[src/logic/dbgsr_regs.svh]
// register offsets, bit positions, reset values and timing counts of the debug status block
`ifndef DBGSR_REGS_SVH
`define DBGSR_REGS_SVH
`define DBGSR_ADDR_STATUS 16'hff01
`define DBGSR_ADDR_CCR 16'hff06
`define DBGSR_ADDR_POS 16'hff07
`define DBGSR_BIT_ENABLE 7
`define DBGSR_BIT_ACTIVE 6
`define DBGSR_BIT_TAGEN 5
`define DBGSR_BIT_SDV 4
`define DBGSR_BIT_TRACE 3
`define DBGSR_BIT_CLOCK_SWITCH_BIT 2
`define DBGSR_BIT_UNSECURE_BIT 1
`define DBGSR_POS_LSB 11
`define DBGSR_POS_MSB 14
`define DBGSR_POS_SHIFT 8
`define DBGSR_ZERO8 8'h00
`define DBGSR_CCR_RESET 8'hd8
`define DBGSR_TAG_DELAY 5'h10
`define DBGSR_CLK_CYCLES_NS 1500
`define DBGSR_CLK_PERIOD_NS 10
`define DBGSR_CLK_DELAY ((`DBGSR_CLK_CYCLES_NS) / (`DBGSR_CLK_PERIOD_NS))
`endif

[src/logic/dbgsr_pkg.sv]
// types shared by the debug status block
package dbgsr_pkg;
  typedef enum logic [2:0] {
    DBGSR_CMD_NONE    = 3'b000,
    DBGSR_CMD_HW_RD   = 3'b001,
    DBGSR_CMD_HW_WR   = 3'b010,
    DBGSR_CMD_FW_RD   = 3'b011,
    DBGSR_CMD_FW_WR   = 3'b100,
    DBGSR_CMD_STEP    = 3'b101,
    DBGSR_CMD_TAG_GO_CMD   = 3'b110,
    DBGSR_CMD_OTHER   = 3'b111
  } dbgsr_cmd_t;

  typedef enum logic [1:0] {
    DBGSR_TAG_IDLE  = 2'b00,
    DBGSR_TAG_WAIT  = 2'b01,
    DBGSR_TAG_ON    = 2'b10
  } dbgsr_tag_t;

  typedef struct packed {
    logic       valid;
    dbgsr_cmd_t kind;
    logic       write;
    logic [15:0] addr;
    logic [7:0] data;
  } dbgsr_req_t;

  typedef struct packed {
    logic       enable;
    logic       active;
    logic       tagEn;
    logic       shift_data_valid_bit;
    logic       trace;
    logic       clock_switch_bit;
    logic       unsecure_bit;
  } dbgsr_flags_t;
endpackage

[src/logic/dbgsr_status_block.sv]
// debug status, condition-code holding and register-position shadow block
// Summary of operation
// - low tag pin low at bus clock fall tags
// - registers reached only by host debug commands
// - status ff01, ccr ff06 rw; shadow ff07 read
// - enable bit gates activation; hardware commands accepted except while tagging
// - firmware sets enable after reset, secured waits
// - unsecured special single-chip with firmware enable set reads enable as one
// - active bit set on entry, firmware exit clears
// - timed firmware store clears active, leaves debug
// - clock switch written only by debug writes
// - tag enable set by tag-go, cleared entry
// - sixteen cycles later serial off, tagging on
// - no serial commands processed while tagging
// - shift-data-valid set when data phase completes
// - shift-data-valid cleared on next command, exit
// - trace bit set by each single-step command, cleared by any other command except a status write, which loads it from bit 3
// - unsecure set only secured and erased, reads one only in special single-chip
// - status readable except while tagging, bit zero reads zero
// - shadow mirrors register block base bits
// - ccr captured on entry, writes modify it
// - new debug clock active within 150 cycles
`timescale 1ns/1ns
`include "dbgsr_regs.svh"
module dbgsr_status_block
  import dbgsr_pkg::*;
(
  input  wire logic        ref_clk,
  input  wire logic        reset,
  input  wire dbgsr_req_t  hostReq,
  input  wire logic        dataPhaseDone,
  input  wire logic        fwStoreEnable,
  input  wire logic        fwEnableSet,
  input  wire logic        debugEntry,
  input  wire logic        debugExit,
  input  wire logic [7:0]  userCcr,
  input  wire logic [15:0] registerBlockInit,
  input  wire logic        specialSingleChip,
  input  wire logic        secured,
  input  wire logic        fullyErased,
  input  wire logic        eraseVerifyDone,
  input  wire logic        unsecSet,
  input  wire logic        lowStrobeEnable,
  input  wire logic        lowByteTagInput,
  input  wire logic        externalBusClock,
  input  wire logic        instrFetchLow,
  output logic [7:0]       readData,
  output logic             readValid,
  output logic             cmdAccept,
  output logic             activeOut,
  output logic             serialDisabled,
  output logic             tagLowPulse,
  output logic             clkSwOut,
  output logic             clkSwitchPending,
  output logic [7:0]       ccrRestore
);
  // ===========================================================
  // pin synchronisers
  logic tagLevel, eclkFall;

  dbgsr_sync uTagSync (
    .ref_clk   (ref_clk),
    .reset     (reset),
    .pinIn     (lowByteTagInput),
    .levelOut  (tagLevel),
    .fallPulse ()
  );

  dbgsr_sync uEclkSync (
    .ref_clk   (ref_clk),
    .reset     (reset),
    .pinIn     (externalBusClock),
    .levelOut  (),
    .fallPulse (eclkFall)
  );

  // ===========================================================
  // decode functions
  function automatic logic isAddr(input logic [15:0] a, input logic [15:0] b);
    isAddr = (a == b);
  endfunction

  function automatic logic isCmd(input dbgsr_req_t r, input dbgsr_cmd_t k);
    isCmd = r.valid & (r.kind == k);
  endfunction

  function automatic logic isRead(input dbgsr_req_t r);
    isRead = ~r.write & ((r.kind == DBGSR_CMD_HW_RD) | (r.kind == DBGSR_CMD_FW_RD));
  endfunction

  function automatic logic isWrite(input dbgsr_req_t r);
    isWrite = r.write & ((r.kind == DBGSR_CMD_HW_WR) | (r.kind == DBGSR_CMD_FW_WR));
  endfunction

  // ===========================================================
  // state
  dbgsr_flags_t flags_r, flags_nxt;
  logic [7:0]   ccr_r, ccr_nxt;
  dbgsr_tag_t   tag_r, tag_nxt;
  logic [4:0]   tagCnt_r, tagCnt_nxt;
  logic [7:0]   clkCnt_r, clkCnt_nxt;
  logic [7:0]   rdData_r, rdData_nxt;
  logic         rdValid_r, rdValid_nxt;
  logic         tagPulse_r, tagPulse_nxt;
  logic         fwEnDone_r, fwEnDone_nxt;

  logic         reqOk;
  logic         hwWrite;
  logic         regWrite;
  logic         statusWr;
  logic         ccrWr;
  logic         fwClear;
  logic         fwEnGo;
  logic         entryGo;
  logic [7:0]   wd;
  logic [7:0]   statusRead;
  logic [7:0]   posRead;
  logic         enableRead;

  // ===========================================================
  // host request acceptance
  always_comb begin
    reqOk    = hostReq.valid & (tag_r != DBGSR_TAG_ON);
    hwWrite  = reqOk & (hostReq.kind == DBGSR_CMD_HW_WR);
    regWrite = reqOk & isWrite(hostReq);
    wd       = hostReq.data;
  end

  // ===========================================================
  // write and event decode
  always_comb begin
    statusWr = regWrite & isAddr(hostReq.addr, `DBGSR_ADDR_STATUS);
    ccrWr    = regWrite & isAddr(hostReq.addr, `DBGSR_ADDR_CCR);
    fwClear  = statusWr & ~hwWrite & fwStoreEnable & ~wd[`DBGSR_BIT_ACTIVE];
    fwEnGo   = fwEnableSet & ~fwEnDone_r & (~secured | eraseVerifyDone);
    entryGo  = debugEntry & flags_r.enable;
  end

  // ===========================================================
  // read values
  always_comb begin
    enableRead = flags_r.enable |
                 (specialSingleChip & (~secured | fullyErased) & fwEnableSet);
    statusRead = `DBGSR_ZERO8;
    statusRead[`DBGSR_BIT_ENABLE] = enableRead;
    statusRead[`DBGSR_BIT_ACTIVE] = flags_r.active;
    statusRead[`DBGSR_BIT_TAGEN]  = flags_r.tagEn & ~flags_r.active;
    statusRead[`DBGSR_BIT_SDV]    = flags_r.shift_data_valid_bit;
    statusRead[`DBGSR_BIT_TRACE]  = flags_r.trace;
    statusRead[`DBGSR_BIT_CLOCK_SWITCH_BIT]  = flags_r.clock_switch_bit;
    statusRead[`DBGSR_BIT_UNSECURE_BIT]  = specialSingleChip & flags_r.unsecure_bit;
    posRead = `DBGSR_ZERO8;
    posRead[`DBGSR_POS_MSB-`DBGSR_POS_SHIFT:`DBGSR_POS_LSB-`DBGSR_POS_SHIFT] =
      registerBlockInit[`DBGSR_POS_MSB:`DBGSR_POS_LSB];
  end

  // ===========================================================
  // status and ccr next state
  always_comb begin
    flags_nxt    = flags_r;
    ccr_nxt      = ccr_r;
    rdData_nxt   = rdData_r;
    rdValid_nxt  = 1'b0;
    fwEnDone_nxt = fwEnDone_r;
    // firmware enable after reset, secured waits for erase verify
    if (fwEnGo) begin
      flags_nxt.enable = 1'b1;
      fwEnDone_nxt     = 1'b1;
    end
    // command recognition
    if (reqOk) begin
      flags_nxt.shift_data_valid_bit   = 1'b0;
      flags_nxt.trace = (hostReq.kind == DBGSR_CMD_STEP);
      if (isCmd(hostReq, DBGSR_CMD_TAG_GO_CMD) & ~flags_r.active) begin
        flags_nxt.tagEn = 1'b1;
      end
      if (isRead(hostReq)) begin
        rdValid_nxt = 1'b1;
        if (isAddr(hostReq.addr, `DBGSR_ADDR_STATUS)) begin
          rdData_nxt = statusRead;
        end else if (isAddr(hostReq.addr, `DBGSR_ADDR_CCR)) begin
          rdData_nxt = ccr_r;
        end else if (isAddr(hostReq.addr, `DBGSR_ADDR_POS)) begin
          rdData_nxt = posRead;
        end else begin
          rdData_nxt = `DBGSR_ZERO8;
        end
      end
    end
    // register writes; reserved addresses fall through untouched
    if (statusWr) begin
      flags_nxt.enable = wd[`DBGSR_BIT_ENABLE];
      flags_nxt.tagEn  = wd[`DBGSR_BIT_TAGEN];
      flags_nxt.shift_data_valid_bit    = wd[`DBGSR_BIT_SDV];
      flags_nxt.trace  = wd[`DBGSR_BIT_TRACE];
      flags_nxt.clock_switch_bit  = wd[`DBGSR_BIT_CLOCK_SWITCH_BIT];
      if (fwClear) begin
        flags_nxt.active = 1'b0;
      end
    end else if (ccrWr) begin
      ccr_nxt = wd;
    end
    // firmware exit store also clears active
    if (debugExit) begin
      flags_nxt.active = 1'b0;
      flags_nxt.shift_data_valid_bit    = 1'b0;
    end
    if (dataPhaseDone) begin
      flags_nxt.shift_data_valid_bit = 1'b1;
    end
    if (unsecSet & specialSingleChip & secured & fullyErased) begin
      flags_nxt.unsecure_bit = 1'b1;
    end
    // entry only while enabled
    if (entryGo) begin
      flags_nxt.active = 1'b1;
      flags_nxt.tagEn  = 1'b0;
      ccr_nxt          = userCcr;
    end
  end

  // ===========================================================
  // tagging sequencer
  always_comb begin
    tag_nxt      = tag_r;
    tagCnt_nxt   = tagCnt_r;
    tagPulse_nxt = 1'b0;
    case (tag_r)
      DBGSR_TAG_IDLE: begin
        if (flags_nxt.tagEn & ~flags_r.tagEn) begin
          tag_nxt    = DBGSR_TAG_WAIT;
          tagCnt_nxt = `DBGSR_TAG_DELAY;
        end
      end
      DBGSR_TAG_WAIT: begin
        tagCnt_nxt = tagCnt_r - 5'h01;
        if (tagCnt_r == 5'h01) begin
          tag_nxt = DBGSR_TAG_ON;
        end
        if (~flags_r.tagEn) begin
          tag_nxt = DBGSR_TAG_IDLE;
        end
      end
      DBGSR_TAG_ON: begin
        tagPulse_nxt = eclkFall & ~tagLevel & lowStrobeEnable & instrFetchLow &
                       flags_r.tagEn & ~flags_r.active;
        if (~flags_r.tagEn | flags_r.active) begin
          tag_nxt = DBGSR_TAG_IDLE;
        end
      end
      default: begin
        tag_nxt = DBGSR_TAG_IDLE;
      end
    endcase
  end

  // ===========================================================
  // clock switch delay
  always_comb begin
    clkCnt_nxt = clkCnt_r;
    if (flags_nxt.clock_switch_bit != flags_r.clock_switch_bit) begin
      clkCnt_nxt = 8'(`DBGSR_CLK_DELAY);
    end else if (clkCnt_r != `DBGSR_ZERO8) begin
      clkCnt_nxt = clkCnt_r - 8'h01;
    end
  end

  // ===========================================================
  // registers
  always_ff @(posedge ref_clk) begin
    if (reset) begin
      flags_r    <= '0;
      ccr_r      <= `DBGSR_CCR_RESET;
      tag_r      <= DBGSR_TAG_IDLE;
      tagCnt_r   <= 5'h00;
      clkCnt_r   <= `DBGSR_ZERO8;
      rdData_r   <= `DBGSR_ZERO8;
      rdValid_r  <= 1'b0;
      tagPulse_r <= 1'b0;
      fwEnDone_r <= 1'b0;
    end else begin
      flags_r    <= flags_nxt;
      ccr_r      <= ccr_nxt;
      tag_r      <= tag_nxt;
      tagCnt_r   <= tagCnt_nxt;
      clkCnt_r   <= clkCnt_nxt;
      rdData_r   <= rdData_nxt;
      rdValid_r  <= rdValid_nxt;
      tagPulse_r <= tagPulse_nxt;
      fwEnDone_r <= fwEnDone_nxt;
    end
  end

  // ===========================================================
  // outputs
  assign readData         = rdData_r;
  assign readValid        = rdValid_r;
  assign cmdAccept        = reqOk;
  assign activeOut        = flags_r.active;
  assign serialDisabled   = (tag_r == DBGSR_TAG_ON);
  assign tagLowPulse      = tagPulse_r;
  assign clkSwOut         = flags_r.clock_switch_bit;
  assign clkSwitchPending = (clkCnt_r != `DBGSR_ZERO8);
  assign ccrRestore       = ccr_r;
endmodule

[src/logic/dbgsr_sync.sv]
// three-stage synchroniser for pin inputs
`timescale 1ns/1ns
module dbgsr_sync
  import dbgsr_pkg::*;
(
  input  wire logic ref_clk,
  input  wire logic reset,
  input  wire logic pinIn,
  output logic      levelOut,
  output logic      fallPulse
);
  logic s1_r, s2_r, s3_r, lvl_r;
  logic s1_nxt, s2_nxt, s3_nxt, lvl_nxt, fall_nxt;
  logic fall_r;

  always_comb begin
    s1_nxt   = pinIn;
    s2_nxt   = s1_r;
    s3_nxt   = s2_r;
    lvl_nxt  = lvl_r;
    fall_nxt = 1'b0;
    if (s2_r == s3_r) begin
      lvl_nxt  = s3_r;
      fall_nxt = lvl_r & ~s3_r;
    end
  end

  always_ff @(posedge ref_clk) begin
    if (reset) begin
      s1_r   <= 1'b1;
      s2_r   <= 1'b1;
      s3_r   <= 1'b1;
      lvl_r  <= 1'b1;
      fall_r <= 1'b0;
    end else begin
      s1_r   <= s1_nxt;
      s2_r   <= s2_nxt;
      s3_r   <= s3_nxt;
      lvl_r  <= lvl_nxt;
      fall_r <= fall_nxt;
    end
  end

  assign levelOut  = lvl_r;
  assign fallPulse = fall_r;
endmodule
[config.mk]
export PLATFORM = sky130hd
export DESIGN_NAME = dbgsr_status_block
export DESIGN_NICKNAME = d
export VERILOG_FILES = /design/src/logic/dbgsr_pkg.sv /design/src/logic/dbgsr_status_block.sv /design/src/logic/dbgsr_sync.sv
export VERILOG_INCLUDE_DIRS = /design/src /design/src/logic
export SDC_FILE = /design/constraint.sdc
export NUM_CORES = 1
export LEC_CHECK = 0
export ABC_AREA = 1
export BUFFER_PORTS_ARGS = -buffer_cell sky130_fd_sc_hd__clkbuf_2
export CAP_MARGIN = 25
export CORE_ASPECT_RATIO = 0.9
export CORE_MARGIN = 1
export CORE_UTILIZATION = 50
export CTS_CLUSTER_DIAMETER = 150
export DETAILED_ROUTE_END_ITERATION = 8
export PLACE_DENSITY = 0.8
export SETUP_SLACK_MARGIN = 0.5
export SKIP_LAST_GASP = 1
export SLEW_MARGIN = 20
export SYNTH_ARGS = -nofsm -noshare
export SYNTH_HDL_FRONTEND = slang
export SYNTH_HIERARCHICAL = 1
export SYNTH_SLANG_ARGS = --single-unit
[constraint.sdc]
create_clock -name ref_clk -period 1.59 [get_ports ref_clk]
set_input_delay 0.2385 -clock ref_clk [delete_from_list [all_inputs] [get_ports ref_clk]]
set_output_delay 0.2385 -clock ref_clk [all_outputs]
set_load 0.005 [all_outputs]
==> impl_results.md <==
* Status: finished clean
* Post-place setup slack at between 0.02 and 0.03 ns
* Hold crit path type: input port to register
* TNS Setup at 0 ns
* DR iter-0 viols at 256
* Root Buffer: clkbuf_8
* Final Cycle Share at 0.976
* Nets at 541
* Routed WL per cell at 18.6 um
* GR Util All Layers at 0.307
* Max-cap violation count at 0
* Total core area at 4890 um^2
* DR pass1 iterations at 5
* Synthesized area at 2560 um^2
* Vias in the first global route at 2,653
* Worst Tran Pin Value at 0.507 ns
* Diodes inserted at 0
* Worst R2R Setup Slack at about 0.050 ns
* Syn_area_per_cell at 7.49 um^2
* # DRC at 0
* Largest net degree at the start of global routing at 24
* Die outline height at between 60 and 70 um
* Cell internal pwr at 0.00255 W
* Gpl congestion at 0.827
* Worst reg2reg path startpoint: clkCnt_r[2]
* Reg area at 1020 um^2
* Vias post-DR at around 3,100
* Clk_skew at 0.00761 ns
* First-pass GRT wire length at 12,700 um
* Worst Hold End: uTagSync/s1_r
* Setup-failing EPs final at 0
* TritonCTS Sinks at 50
* Cts bufs inserted at 5
* Syn Inst Count at between 300 and 400
* Share of layout cells above drive strength 1 at 0.557
* Initial antenna violation count at 0
* Multi-input gate area at 1780 um^2
* CP Cell Sequence: nor2_2 -> nand2_2 -> inv_2 -> nand3_4 -> buf_6 -> clkbuf_2
* Post-DP Area at 3230 um^2
* Unrepaired setup endpoints after global routing: yes
* CTS max path bufs at 2
* Ys Warns at 6
* H-tree depth reported by CTS at 2
* Design area at 4080 um^2
* Initial Utilization at 0.523
* Tmin final at ~1.6 ns
* CTS tree: done
* Max VDD drop at between 0.0008 and 0.0009 V
* Die area at approximately 5400 um^2
* Crit end category: output pin
* Slew margin rel. at 0.659
* Critical path peak fanout at 3
* Clk pin slew, worst setup/hold paths at roughly 0.1 ns
* Row cnt at 24
* Worst skew pair latency at 0.31 ns
* Crit-path slowest cell: dfxtp_1
* Fin worst setup slack at 0.0384 ns
* Syn Nets at 414
* Comb pwr share at 0.396
* Grt ovf at 0
* WS Path Type: register to output pin
* Sequential fraction of design power at 0.376
* I/O pin count at 92
* Post-DP HPWL at 4990 um
* Final Hold Viols at 0
* CP Launch Type: register
* Final ANT Viol Nets at 0
* FF-to-FF End: clkCnt_r[7]
* Worst Min Path Start: lowByteTagInput
* Cell Pwr Density at just under 1000 nW/um^2
* CP Data Arrival Time at 1.31 ns
* Hold Crit Depth at 2
* Final slew viol count at 0
* Via/cell ratio at 5.75
* Max stage delay on crit path at around 0.36 ns
* Worst Path Required at 1.35 ns
* Switch Pwr at 0.00142 W
* Static Leak at 1.87 nW
* Sw frac at 0.358
* Layout fillers at 254
* Worst R2R Path Depth at 10
* Port bufs at 79
* Area growth syn-to-layout at 59.4%
* Clock Power Share at 0.229
* Max Clock Freq at 644 MHz
* Die Width at 77.4 um
* Drt total wl at 9940 um
-- metal layers --
metal / routed length (um) / vias up / part of all wire / track usage
li1: - / 1369 / - / -
met1: 3670 / 1429 / 0.37 / 0.367
met2: 4860 / 223 / 0.49 / 0.520
met3: 892 / 55 / 0.090 / 0.0510
met4: 525 / 0 / 0.053 / 0.172
met5: 0 / - / 0 / 0
-- state kept, by name, indices dropped and copies added, names as in the netlist, 2 cells and up --
name        cells
readData        8
flags_r         5
clkCnt_r        8
ccrRestore      8
tagCnt_r        5
tag_r           2
-- cell type report --
cell class | count | share of cell area
Clock buffer | 6 | 0.0178
Clock inverter | 2 | 0.00920
Inverter | 53 | 0.0598
Multi-Input combinational cell | 234 | 0.436
Sequential cell | 50 | 0.250
Tap cell | 65 | 0.0199
Timing Repair Buffer | 124 | 0.205
Timing Repair inverter | 1 | 0.00184
-- timing repair --
item                                    in CTS  in global routing
hold buffers                                 0                  0
endpoints found under the setup margin      43                 49
buffers inserted                            20                 14
cloned                                       2                  0
pin swaps                                   18                 19
resized for setup                           61                 59
-- layout by cell type (no fill, tap or decap), types with 6 or more instances in the layout --
master    count
a21oi_2       6
nor2_2       11
dfxtp_2       8
inv_1        37
a21oi_1       9
inv_2         8
nand2_1      49
nand2_4      10
nand3_2      23
nor2_1       19
buf_4        23
nand3_4       6
nand2_2       9
buf_6        23
nand4_1       6
nand3_1      14
nor2_4        9
dfxtp_1      39
o21ai_0       7
xor2_1        6
clkbuf_2     77
-- critical path: cells and delay by family (launching register included) --
kind	cells	cell delay, ns
buf+inv	3	0.31
flops	1	0.36
simple gates	3	0.33
-- per-stage QoR --
stage	power, W	instances	hold WS [ns]	util
final	0.00397	535	0.0898	0.834
after global routing	0.00413	535	0.0888	0.834
after CTS	0.00369	521	0.100	0.763
after detailed placement	0.00255	491	0.393	0.660
after global placement	0.00251	491	0.385	0.660
after floorplan	0.00225	342	0.301	-
-- power groups by stage --
stage / sequential [W] / clock, W / combinational, W
floorplan: 0.00147 / 0 / 0.000772
global placement: 0.00148 / 0 / 0.00102
detailed placement: 0.00149 / 0 / 0.00106
CTS: 0.00147 / 0.000896 / 0.00133
global route: 0.00150 / 0.000959 / 0.00167
finish: 0.00149 / 0.000908 / 0.00157
-- how the worst max path moves through the flow --
stage | startpoint | to | slack [ns] | cells after the start
after floorplan | hostReq[22] | ccrRestore[2] | 0.21 | 10
after global placement | hostReq[13] | tagCnt_r[4] | 0.08 | 12
after detailed placement | hostReq[13] | tagCnt_r[4] | 0.03 | 11
after CTS | clkCnt_r[1] | clkSwitchPending | 0.09 | 7
after global routing | clkCnt_r[2] | clkSwitchPending | -0.02 | 6
final | clkCnt_r[2] | clkSwitchPending | 0.04 | 6
(Power assumes the default switching activity.)
